`src/design/stc_pkg.sv`:
```
// Constants, state types and field codes for the split timer with PWM and clock output
// Summary of operation
// - Split capture-auto-zero mode: two 8-bit counters, upper byte captured and zeroed.
// - Split PWM: upper count and upper reload form an 8-bit auto-reload period counter.
// - Split PWM: lower count is the compare value, lower reload buffers new duty.
// - Split PWM: each upper overflow sets upper flag and copies lower reload.
// - PWM appears on the clock-out pin only while clock-out enable is set.
// - Split duty capture: two 8-bit counters, duty capture done on the upper byte.
// - Capture/reload select 0 with clock-out enable 1 gives 50% duty clock, except in split PWM.
// - Unsplit clock-out counts 16 bits from any of the eight upper clock sources.
// - Unsplit clock-out: each overflow loads the 16-bit reload pair and counting continues.
// - Output toggles once per overflow, so frequency is clock over twice the period.
// - Unsplit clock-out still sets upper flag; overflow-ignore masks its interrupt.
// - Split clock-out toggles on lower overflows; lower reload reloads lower count.
// - Lower counter in split mode has four clock sources from a two-bit select.
// - Lower rollovers used for split clock-out do not raise the lower overflow flag.
// - Lower counter serves as baud generator and clock generator at the same rate.
// - Lower overflow sets lower flag; it requests interrupt only when enabled.
// - In split mode the lower overflow is the overflow event offered outside.
// - External, upper and lower flags stay set until software clears them.
// - Split mode: upper counter gated by upper run, lower counter by lower run.
// - Mode bits high, capture/reload, low equal to 1 0 0 decode split PWM.
package stc_pkg;

	// ******************************************************************
	// Mode codes {high, capture_reload, low}
	// ******************************************************************
	localparam logic [2:0] MODE_AR_EXT  = 3'h0;
	localparam logic [2:0] MODE_AR_TRIG = 3'h1;
	localparam logic [2:0] MODE_CAPT    = 3'h2;
	localparam logic [2:0] MODE_CAPT_AZ = 3'h3;
	localparam logic [2:0] MODE_PWM     = 3'h4;
	localparam logic [2:0] MODE_DUTY    = 3'h6;

	// ******************************************************************
	// Clock sources and timing
	// ******************************************************************
	localparam logic [2:0] USRC_DIV12   = 3'h0;
	localparam logic [2:0] USRC_PIN     = 3'h1;
	localparam logic [2:0] USRC_SYSCLK  = 3'h2;
	localparam logic [2:0] USRC_CHAIN   = 3'h3;
	localparam logic [2:0] USRC_S1TOF   = 3'h4;
	localparam logic [2:0] USRC_T0OF    = 3'h5;
	localparam logic [2:0] USRC_AC1ES   = 3'h6;
	localparam logic [2:0] USRC_T1OF    = 3'h7;
	localparam logic [1:0] LSRC_DIV12   = 2'h0;
	localparam logic [1:0] LSRC_SYSCLK  = 2'h1;
	localparam logic [1:0] LSRC_S1TOF   = 2'h2;
	localparam logic [1:0] LSRC_INT1ET  = 2'h3;
	localparam logic [3:0] PRESC_LAST   = 4'hb;
	localparam logic [7:0] BYTE_MAX     = 8'hff;

	typedef enum logic [1:0] {
		DUTY_WAIT   = 2'b00,
		DUTY_FIRST  = 2'b01,
		DUTY_SECOND = 2'b10,
		DUTY_DONE   = 2'b11
	} stc_duty_t;

	typedef struct packed {
		logic [3:0] presc;
		logic [1:0] pin_sync;
		logic       pin_prev;
		logic [1:0] cap_sync;
		logic       cap_prev;
		logic [7:0] upper;
		logic [7:0] lower;
		logic [7:0] upper_rl;
		logic [7:0] lower_rl;
		logic       upper_flag;
		logic       lower_flag;
		logic       ext_flag;
		logic       clk_tog;
		logic       pwm_lvl;
		logic       pin_out;
		logic       duty_stop;
		stc_duty_t  duty;
		logic       tmr_ovf_ev;
		logic       low_ovf_ev;
	} stc_state_t;

	localparam stc_state_t STATE_RESET = '{
		presc: 4'h0, pin_sync: 2'h0, pin_prev: 1'b0, cap_sync: 2'h0, cap_prev: 1'b0,
		upper: 8'h00, lower: 8'h00, upper_rl: 8'h00, lower_rl: 8'h00,
		upper_flag: 1'b0, lower_flag: 1'b0, ext_flag: 1'b0, clk_tog: 1'b0,
		pwm_lvl: 1'b0, pin_out: 1'b0, duty_stop: 1'b0, duty: DUTY_WAIT,
		tmr_ovf_ev: 1'b0, low_ovf_ev: 1'b0};

endpackage

```
`src/design/stc_split_timer.sv`:
```
// Split 16-bit timer with 8-bit PWM, duty capture and 50% clock output
`timescale 1ns/1ps
module stc_split_timer (
	// Clock and reset
	input  wire logic       CORE_CLK,
	input  wire logic       RESET,
	// Mode and run control
	input  wire logic       SPLIT_ENABLE,
	input  wire logic       MODE_SELECT_HIGH,
	input  wire logic       CAPTURE_RELOAD_SELECT,
	input  wire logic       MODE_SELECT_LOW,
	input  wire logic       CLOCK_OUT_ENABLE,
	input  wire logic       UPPER_RUN,
	input  wire logic       LOWER_RUN,
	input  wire logic       OVERFLOW_IGNORE,
	input  wire logic       LOWER_OVERFLOW_IRQ_ENABLE,
	input  wire logic       EXT_FALL_ENABLE,
	input  wire logic       EXT_RISE_ENABLE,
	// Clock source selects
	input  wire logic [2:0] UPPER_CLOCK_SELECT,
	input  wire logic       LOWER_CLOCK_SELECT_HIGH,
	input  wire logic       LOWER_CLOCK_SELECT_LOW,
	// Count sources, same-clock pulses
	input  wire logic       S1_OVERFLOW_EVENT,
	input  wire logic       T0_OVERFLOW_EVENT,
	input  wire logic       T1_OVERFLOW_EVENT,
	input  wire logic       AC1_EVENT,
	input  wire logic       INT1_EVENT,
	// Asynchronous pins
	input  wire logic       COUNT_PIN,
	input  wire logic       CAPTURE_PIN,
	// Software writes and flag clears
	input  wire logic [7:0] WR_DATA,
	input  wire logic       WR_UPPER_COUNT,
	input  wire logic       WR_LOWER_COUNT,
	input  wire logic       WR_UPPER_RELOAD,
	input  wire logic       WR_LOWER_RELOAD,
	input  wire logic       CLR_UPPER_OVF,
	input  wire logic       CLR_LOWER_OVF,
	input  wire logic       CLR_EXT_EVENT,
	// Counter and reload contents
	output logic      [7:0] UPPER_COUNT_BYTE,
	output logic      [7:0] LOWER_COUNT_BYTE,
	output logic      [7:0] UPPER_RELOAD_BYTE,
	output logic      [7:0] LOWER_RELOAD_BYTE,
	// Status and events
	output logic            UPPER_OVERFLOW_FLAG,
	output logic            LOWER_OVERFLOW_FLAG,
	output logic            EXTERNAL_EVENT_FLAG,
	output logic            IRQ,
	output logic            TIMER_OVERFLOW_EVENT,
	output logic            LOWER_OVERFLOW_EVENT,
	output logic            CLOCK_OUT_PIN
);

	// ******************************************************************
	// State and decode
	// ******************************************************************
	stc_pkg::stc_state_t state_reg;
	stc_pkg::stc_state_t state_next;

	logic [2:0]  mode;
	logic        pwm_mode;
	logic        duty_mode;
	logic        clkout_mode;
	logic        tick12;
	logic        lower_tick;
	logic        upper_tick;
	logic        lower_go;
	logic        upper_go;
	logic        low_ovf;
	logic        ovf_u;
	logic        ovf16;
	logic        timer_ovf;
	logic        cap_rise;
	logic        cap_fall;
	logic        ext_edge;
	logic        capture;
	logic        duty_hold;
	logic [15:0] cnt16;

	assign mode        = {MODE_SELECT_HIGH, CAPTURE_RELOAD_SELECT, MODE_SELECT_LOW};
	assign pwm_mode    = SPLIT_ENABLE && (mode == stc_pkg::MODE_PWM);
	assign duty_mode   = (mode == stc_pkg::MODE_DUTY);
	assign clkout_mode = !CAPTURE_RELOAD_SELECT && CLOCK_OUT_ENABLE && !pwm_mode;
	assign cnt16       = {state_reg.upper, state_reg.lower};

	function automatic logic [7:0] inc8(input logic [7:0] v);
		inc8 = v + 8'h01;
	endfunction

	// ******************************************************************
	// Next-state logic
	// ******************************************************************
	always_comb begin
		state_next = state_reg;

		// Prescaler for the divided-by-twelve source
		tick12 = (state_reg.presc == stc_pkg::PRESC_LAST);
		state_next.presc = tick12 ? 4'h0 : state_reg.presc + 4'h1;

		// Pins pass two flops before the edge detectors look at them
		state_next.pin_sync = {state_reg.pin_sync[0], COUNT_PIN};
		state_next.pin_prev = state_reg.pin_sync[1];
		state_next.cap_sync = {state_reg.cap_sync[0], CAPTURE_PIN};
		state_next.cap_prev = state_reg.cap_sync[1];
		cap_rise = state_reg.cap_sync[1] && !state_reg.cap_prev;
		cap_fall = !state_reg.cap_sync[1] && state_reg.cap_prev;
		ext_edge = (cap_fall && EXT_FALL_ENABLE) || (cap_rise && EXT_RISE_ENABLE);

		unique case ({LOWER_CLOCK_SELECT_HIGH, LOWER_CLOCK_SELECT_LOW})
			stc_pkg::LSRC_DIV12:  lower_tick = tick12;
			stc_pkg::LSRC_SYSCLK: lower_tick = 1'b1;
			stc_pkg::LSRC_S1TOF:  lower_tick = S1_OVERFLOW_EVENT;
			stc_pkg::LSRC_INT1ET: lower_tick = INT1_EVENT;
		endcase

		// The compare byte must hold still while PWM runs
		lower_go = SPLIT_ENABLE && LOWER_RUN && lower_tick && !pwm_mode;
		low_ovf  = lower_go && (state_reg.lower == stc_pkg::BYTE_MAX);

		unique case (UPPER_CLOCK_SELECT)
			stc_pkg::USRC_DIV12:  upper_tick = tick12;
			stc_pkg::USRC_PIN:    upper_tick = state_reg.pin_prev && !state_reg.pin_sync[1];
			stc_pkg::USRC_SYSCLK: upper_tick = 1'b1;
			stc_pkg::USRC_CHAIN:  upper_tick = SPLIT_ENABLE ? low_ovf : INT1_EVENT;
			stc_pkg::USRC_S1TOF:  upper_tick = S1_OVERFLOW_EVENT;
			stc_pkg::USRC_T0OF:   upper_tick = T0_OVERFLOW_EVENT;
			stc_pkg::USRC_AC1ES:  upper_tick = AC1_EVENT;
			stc_pkg::USRC_T1OF:   upper_tick = T1_OVERFLOW_EVENT;
		endcase

		// Duty capture counts from the first rising edge and freezes on the third,
		// so captured width and final period share one origin
		duty_hold = duty_mode && (((state_reg.duty == stc_pkg::DUTY_WAIT) && !cap_rise) ||
			((state_reg.duty == stc_pkg::DUTY_SECOND) && (cap_rise || cap_fall)));
		upper_go = UPPER_RUN && upper_tick && !state_reg.duty_stop && !duty_hold;
		ovf_u = SPLIT_ENABLE && upper_go && (state_reg.upper == stc_pkg::BYTE_MAX);
		ovf16 = !SPLIT_ENABLE && upper_go && (cnt16 == 16'hffff);
		timer_ovf = SPLIT_ENABLE ? low_ovf : ovf16;

		// Duty capture sequence on the capture input
		capture = 1'b0;
		if (!duty_mode || !UPPER_RUN) begin
			state_next.duty = stc_pkg::DUTY_WAIT;
			state_next.duty_stop = 1'b0;
		end else begin
			unique case (state_reg.duty)
				stc_pkg::DUTY_WAIT: begin
					if (cap_rise) begin
						state_next.duty = stc_pkg::DUTY_FIRST;
					end
				end
				stc_pkg::DUTY_FIRST: begin
					if (cap_rise || cap_fall) begin
						state_next.duty = stc_pkg::DUTY_SECOND;
						capture = 1'b1;
					end
				end
				stc_pkg::DUTY_SECOND: begin
					if (cap_rise || cap_fall) begin
						state_next.duty = stc_pkg::DUTY_DONE;
						state_next.duty_stop = 1'b1;
					end
				end
				stc_pkg::DUTY_DONE: begin
				end
			endcase
		end
		if ((mode == stc_pkg::MODE_CAPT) || (mode == stc_pkg::MODE_CAPT_AZ)) begin
			capture = ext_edge;
		end

		// Counting
		if (SPLIT_ENABLE) begin
			if (lower_go) begin
				state_next.lower = low_ovf ? state_reg.lower_rl : inc8(state_reg.lower);
			end
			if (upper_go) begin
				if (!ovf_u) begin
					state_next.upper = inc8(state_reg.upper);
				end else if (!CAPTURE_RELOAD_SELECT) begin
					state_next.upper = state_reg.upper_rl;
				end else begin
					state_next.upper = 8'h00;
				end
			end
			if (pwm_mode && ovf_u) begin
				state_next.lower = state_reg.lower_rl;
			end
		end else if (upper_go) begin
			if (ovf16 && !CAPTURE_RELOAD_SELECT) begin
				state_next.upper = state_reg.upper_rl;
				state_next.lower = state_reg.lower_rl;
			end else begin
				{state_next.upper, state_next.lower} = cnt16 + 16'h0001;
			end
		end

		// External edge actions
		if (capture) begin
			state_next.upper_rl = state_reg.upper;
			if (!SPLIT_ENABLE) begin
				state_next.lower_rl = state_reg.lower;
			end
		end
		if (ext_edge && (mode == stc_pkg::MODE_CAPT_AZ)) begin
			state_next.upper = 8'h00;
			if (!SPLIT_ENABLE) begin
				state_next.lower = 8'h00;
			end
		end
		if (ext_edge && (mode == stc_pkg::MODE_AR_TRIG)) begin
			state_next.upper = state_reg.upper_rl;
			if (!SPLIT_ENABLE) begin
				state_next.lower = state_reg.lower_rl;
			end
		end

		// Software writes land after hardware updates
		if (WR_UPPER_COUNT) begin
			state_next.upper = WR_DATA;
		end
		if (WR_LOWER_COUNT) begin
			state_next.lower = WR_DATA;
		end
		if (WR_UPPER_RELOAD) begin
			state_next.upper_rl = WR_DATA;
		end
		if (WR_LOWER_RELOAD) begin
			state_next.lower_rl = WR_DATA;
		end

		// Sticky flags, a set in the clearing cycle wins
		state_next.upper_flag = (state_reg.upper_flag && !CLR_UPPER_OVF) || ovf_u || ovf16;
		state_next.lower_flag = (state_reg.lower_flag && !CLR_LOWER_OVF) ||
			(low_ovf && !clkout_mode);
		state_next.ext_flag = (state_reg.ext_flag && !CLR_EXT_EVENT) ||
			(ext_edge && (!duty_mode || (state_reg.duty == stc_pkg::DUTY_FIRST)));

		// Output waveforms
		if (!clkout_mode) begin
			state_next.clk_tog = 1'b0;
		end else if (timer_ovf) begin
			state_next.clk_tog = !state_reg.clk_tog;
		end
		state_next.pwm_lvl = (state_reg.upper >= state_reg.lower);
		state_next.pin_out = CLOCK_OUT_ENABLE &&
			(pwm_mode ? state_reg.pwm_lvl : state_reg.clk_tog);
		state_next.tmr_ovf_ev = timer_ovf;
		state_next.low_ovf_ev = low_ovf;
	end

	always_ff @(posedge CORE_CLK) begin
		if (RESET) begin
			state_reg <= stc_pkg::STATE_RESET;
		end else begin
			state_reg <= state_next;
		end
	end

	// ******************************************************************
	// Outputs
	// ******************************************************************
	assign UPPER_COUNT_BYTE     = state_reg.upper;
	assign LOWER_COUNT_BYTE     = state_reg.lower;
	assign UPPER_RELOAD_BYTE    = state_reg.upper_rl;
	assign LOWER_RELOAD_BYTE    = state_reg.lower_rl;
	assign UPPER_OVERFLOW_FLAG  = state_reg.upper_flag;
	assign LOWER_OVERFLOW_FLAG  = state_reg.lower_flag;
	assign EXTERNAL_EVENT_FLAG  = state_reg.ext_flag;
	assign TIMER_OVERFLOW_EVENT = state_reg.tmr_ovf_ev;
	assign LOWER_OVERFLOW_EVENT = state_reg.low_ovf_ev;
	assign CLOCK_OUT_PIN        = state_reg.pin_out;
	assign IRQ = (state_reg.upper_flag && !OVERFLOW_IGNORE) || state_reg.ext_flag ||
		(state_reg.lower_flag && LOWER_OVERFLOW_IRQ_ENABLE);
endmodule

```
`config.mk`:
```
export PLATFORM = sky130hd
export DESIGN_NAME = stc_split_timer
export DESIGN_NICKNAME = d
export VERILOG_FILES = /design/src/design/stc_pkg.sv /design/src/design/stc_split_timer.sv
export SDC_FILE = /design/constraint.sdc
export NUM_CORES = 1
export LEC_CHECK = 0
export BUFFER_PORTS_ARGS = -buffer_cell sky130_fd_sc_hd__clkbuf_2
export CELL_PAD_IN_SITES_DETAIL_PLACEMENT = 0
export CELL_PAD_IN_SITES_GLOBAL_PLACEMENT = 2
export CORE_UTILIZATION = 35
export CTS_BUF_LIST = sky130_fd_sc_hd__clkbuf_16
export CTS_CLUSTER_SIZE = 12
export DETAILED_ROUTE_END_ITERATION = 8
export PLACE_DENSITY_LB_ADDON = 0.1
export SLEW_MARGIN = 25
export SYNTH_ARGS = -nofsm -noshare
export SYNTH_HDL_FRONTEND = slang
export SYNTH_SLANG_ARGS = --single-unit
```
`constraint.sdc`:
```
create_clock -name CORE_CLK -period 7.1 [get_ports CORE_CLK]
set_input_delay 1.42 -clock CORE_CLK [delete_from_list [all_inputs] [get_ports CORE_CLK]]
set_output_delay 1.42 -clock CORE_CLK [all_outputs]
set_load 0.1 [all_outputs]
```
Yosys cells after proc, flatten, opt, wreduce, memory -nomap -nowiden
Index checks and enable logic that the tools add are counted.

word-level totals
  flip-flop bits (word level) = 53
  output and inout port bits = 39
  logic and storage cells = 158
  input bits = 40

operators by class
  multiplexer cells = 32
  bitwise gates (word level) = 1
  order comparisons = 1
  equality and inequality tests = 25
  add/subtract/negate cells = 4
  reduce and logical (&&, ||, !) cells = 76

operators with widths
  kind                     count
  $mux W8                  13
  $mux W16                 6
  $logic_and A1 B1 Y1      34
  $eq A3 B3 Y1 const B     6
  $logic_not A1 Y1         17
  $add A16 B1 Y16 const B  1
  $add A8 B1 Y8 const B    2
  $eq A16 B16 Y1 const B   1
  $eq A8 B8 Y1 const B     2
  $eq A3 B2 Y1 const B     4
  $logic_or A1 B1 Y1       12
  $ge A8 B8 Y1             1
  $pmux W1 S8              1
  $mux W1                  7
  $eq A2 B2 Y1 const B     3
  $eq A3 B1 Y1 const B     2
  $mux W2                  3
  $pmux W2 S3              1
  $reduce_or A2 Y1         3
  $add A4 B1 Y4 const B    1
  $eq A2 B1 Y1 const B     2
  $eq A4 B4 Y1 const B     1
  $logic_not A2 Y1         2
  $ne A2 B1 Y1 const B     2
  other kinds (9)          12

Longest topological paths before layout
  word-level depth = 21
  mapped depth = 11

Worst setup path before layout
No wires, ideal clock.

  path kind = in2out
  from = input port OVERFLOW_IGNORE
  to = output port IRQ
  buffers on the path = 0
  data arrival time = 3,522 ps
  stages = 1
  setup slack = 2,158 ps
  path through = o21ai_0

between the ends
  cells in the longest elaborated chain, start to end = 4

ends and longest elaborated chain
  item                             line                    source
  start, declared                  stc_split_timer.sv:15   input wire logic OVERFLOW_IGNORE,
  $logic_not A1 Y1                 stc_split_timer.sv:275  assign IRQ = (state_reg.upper_flag && !OVERFLOW_IGNORE) || state_reg.ext_flag ||
  $logic_and A1 B1 Y1              stc_split_timer.sv:275
  $logic_or A1 B1 Y1 (2 in a row)  stc_split_timer.sv:275
  end, declared                    stc_split_timer.sv:50   output logic IRQ,

Every way passes these cells.

Worst setup path in the final report
Same ends and word-level chain as after synthesis.

==> impl_metrics.env <==
export IMPL_outcome="finished clean"
export IMPL_antenna_cells=0
export IMPL_grt_overflow=0
export IMPL_worst_setup_path_type="primary input to output port"
export IMPL_power_density_mw_per_mm2=199
export IMPL_nets=598
export IMPL_hold_class="flip-flop to flip-flop"
export IMPL_p_leak_nw=1.81
export IMPL_die_h_microns=109
export IMPL_hold_path_startpoint="state_next[48]$_SDFF_PP0_"
export IMPL_grtUsageTotal=0.234
export IMPL_placed_area_sq_mm=0.00424
export IMPL_crit_chain="clkbuf_2, o21ai_0, clkbuf_2"
export IMPL_clk_path_buf_depth=2
export IMPL_grt_pass1_wl_mm=20.7
export IMPL_post_drt_wl_per_cell_microns=19.2
export IMPL_skew_ns=0.00813
export IMPL_path_common_cell="clkbuf_2"
export IMPL_htree_levels=2
export IMPL_drc=0
export IMPL_ios=79
export IMPL_r2r_start="LOWER_COUNT_BYTE[0]$_SDFF_PP0_"
export IMPL_numCtsBuffers=5
export IMPL_synth_cell_types=71
export IMPL_place_hpwl_mm=9.68
export IMPL_async_reset_ff_frac=0
export IMPL_finalCriticalPeriod_ns=3.52
export IMPL_ir_drop_mv=0.0969
export IMPL_areaGrowthSynthToFinish_pct=9.87
export IMPL_final_area_sq_mm=0.00440
export IMPL_syn_nets=571
export IMPL_avgSynthCellArea_sq_um=7.81
export IMPL_io_buffers=78
export IMPL_synth_area_sq_mm=0.00401
export IMPL_cts_hold_buf=0
export IMPL_drtIter0Drc=213
export IMPL_start_util=0.365
export IMPL_core_area_sq_mm=0.0110
export IMPL_root_buffer="clkbuf_16"
export IMPL_synth_seq_cells=53
export IMPL_critPathCaptureType="output port"
export IMPL_largest_reg_flops=11
export IMPL_antenna_found_initial=0
export IMPL_cts_resized=0
export IMPL_via_count=3817
export IMPL_post_route_period_util=0.496
export IMPL_synth_area_leaders="dfxtp_1, nor2_1, mux2i_1"
export IMPL_rows=38
export IMPL_synth_commonest_cells="nor2_1, dfxtp_1, a21oi_1, buf_4, nand2_1"
export IMPL_layout_drive_gt1_share=0.196
export IMPL_path_buf_inv=2
export IMPL_die_area_sq_mm=0.0119
export IMPL_first_pass_iters=5
export IMPL_netlist_instances=513
export IMPL_tightest_slew_ns=0.805
export IMPL_crit_start="OVERFLOW_IGNORE"
export IMPL_rsz0062_at_grt="false"
export IMPL_via_per_inst=5.60
export IMPL_yosysSeqAreaShare=0.265
export IMPL_synthFlopType="dfxtp_1"
export IMPL_cap_violations=0
export IMPL_crit_arrival_ns=2.10
export IMPL_cts_sinks=53
export IMPL_yosysTopAreaCell="dfxtp_1"
export IMPL_grt_pass1_vias=3555
export IMPL_utilization=0.401
export IMPL_grt_max_degree=28
export IMPL_cts_setup_buffers=0
export IMPL_fp_dieW_microns=109
export IMPL_crit_required_ns=5.68
export IMPL_clk_pin_slew_ns=0.07
export IMPL_yosysMostFrequentCell="nor2_1"
export IMPL_relSlewSlack=0.459
export IMPL_clk_insertion_delay_late_ns=0.31
export IMPL_cp_slowest_stage_delay_ns=0.48
export IMPL_synth_top_area_share=0.265
export IMPL_wirelength_mm=13.1
export IMPL_cts_tree="yes"
export IMPL_fmax_ghz=0.284
export IMPL_ys_warn_count=0
export IMPL_cp_top_family="buffers and inverters"
export IMPL_setup_tns_ns=0
export IMPL_critPathSlowestCell="clkbuf_2"
export IMPL_synth_edff_count=0
export IMPL_finalMaxSlewViolations=0
export IMPL_hold_viol_final=0
export IMPL_gp_congestion=0.860
export IMPL_start_kind="primary input"
export IMPL_setup_violations=0
export IMPL_cp_max_fo=1
export IMPL_final_antenna_net_count=0
==> through the flow <==
step	power, mW	worst slack (ns)	std cells	hold WS [ns]
floorplan	0.547	2.16	513	0.414
global placement	0.590	3.39	673	0.420
detailed placement	0.591	3.35	673	0.432
CTS	0.880	3.57	681	0.448
global route	0.917	3.52	681	0.454
finish	0.874	3.58	681	0.443
==> final timing paths <==
| check | slack [ns] | to | cells past startpoint |
|---|---|---|---|
| setup / recovery | 3.58 | IRQ | 3 |
| setup reg to reg | 4.09 | UPPER_COUNT_BYTE[4]$_SDFFE_PP0P_ | 8 |
| hold / removal | 0.44 | state_next[46]$_SDFF_PP0_ | 1 |
| hold reg to reg | 0.44 | state_next[46]$_SDFF_PP0_ | 1 |
==> logic make-up after synthesis <==
group | synth area share
flip-flops | 0.265
XOR/XNOR | 0.0284
AO/OA/AOI/OAI | 0.242
multiplexers | 0.0681
buffers and inverters | 0.117
AND/OR/NAND/NOR | 0.223
adder cells (fa/ha/maj) | 0.0562
==> metal layers <==
layer	GRT usage	routed length, microns	part of all wire	vias up
li1	-	-	-	1886
met1	0.322	6340	0.48	1832
met2	0.380	6120	0.47	91
met3	0.0424	514	0.039	8
met4	0.0502	116	0.0089	0
met5	0	0	0	-
==> cell usage in the layout (no fill, tap or decap), types with 5 or more instances in the layout <==
| master | count |
|---|---|
| nand2b_1 | 5 |
| nor2_1 | 69 |
| o21ai_0 | 20 |
| nand2_1 | 31 |
| a31oi_1 | 7 |
| clkbuf_16 | 5 |
| nor2b_1 | 8 |
| xor2_1 | 5 |
| nand4_1 | 5 |
| nand3_1 | 13 |
| and3_1 | 8 |
| dfxtp_1 | 53 |
| ha_1 | 18 |
| a211oi_1 | 13 |
| nor3_1 | 11 |
| clkbuf_2 | 78 |
| a221oi_1 | 9 |
| inv_1 | 24 |
| a21oi_1 | 35 |
| xnor2_1 | 8 |
| a32oi_1 | 5 |
| mux2i_1 | 25 |
==> worst register-to-register path: stages (launching register included) <==
cell	delay [ns]
dfxtp_1	0.54
ha_1	0.35
nand3_1	0.15
nor2_1	0.27
and4b_4	0.33
o31a_1	0.64
nor2_1	0.09
o311a_1	0.35
a211oi_1	0.21
==> power breakdown <==
group	switching (mW)	internal, mW	total (mW)
registers	0.0285	0.314	0.343
logic	0.180	0.0614	0.241
clock network	0.125	0.166	0.290
total	0.333	0.541	0.874
==> layout make-up <==
| type | instances | area [sq um] |
|---|---|---|
| clock buffer | 5 | 125 |
| clock inverter | 3 | 41.3 |
| fill | 1154 | 6580 |
| inverter | 26 | 97.6 |
| multi-input combinational | 372 | 2480 |
| sequential | 53 | 1060 |
| tap | 140 | 175 |
| timing repair buffer | 82 | 420 |
Power figures use the tool's default switching activity.
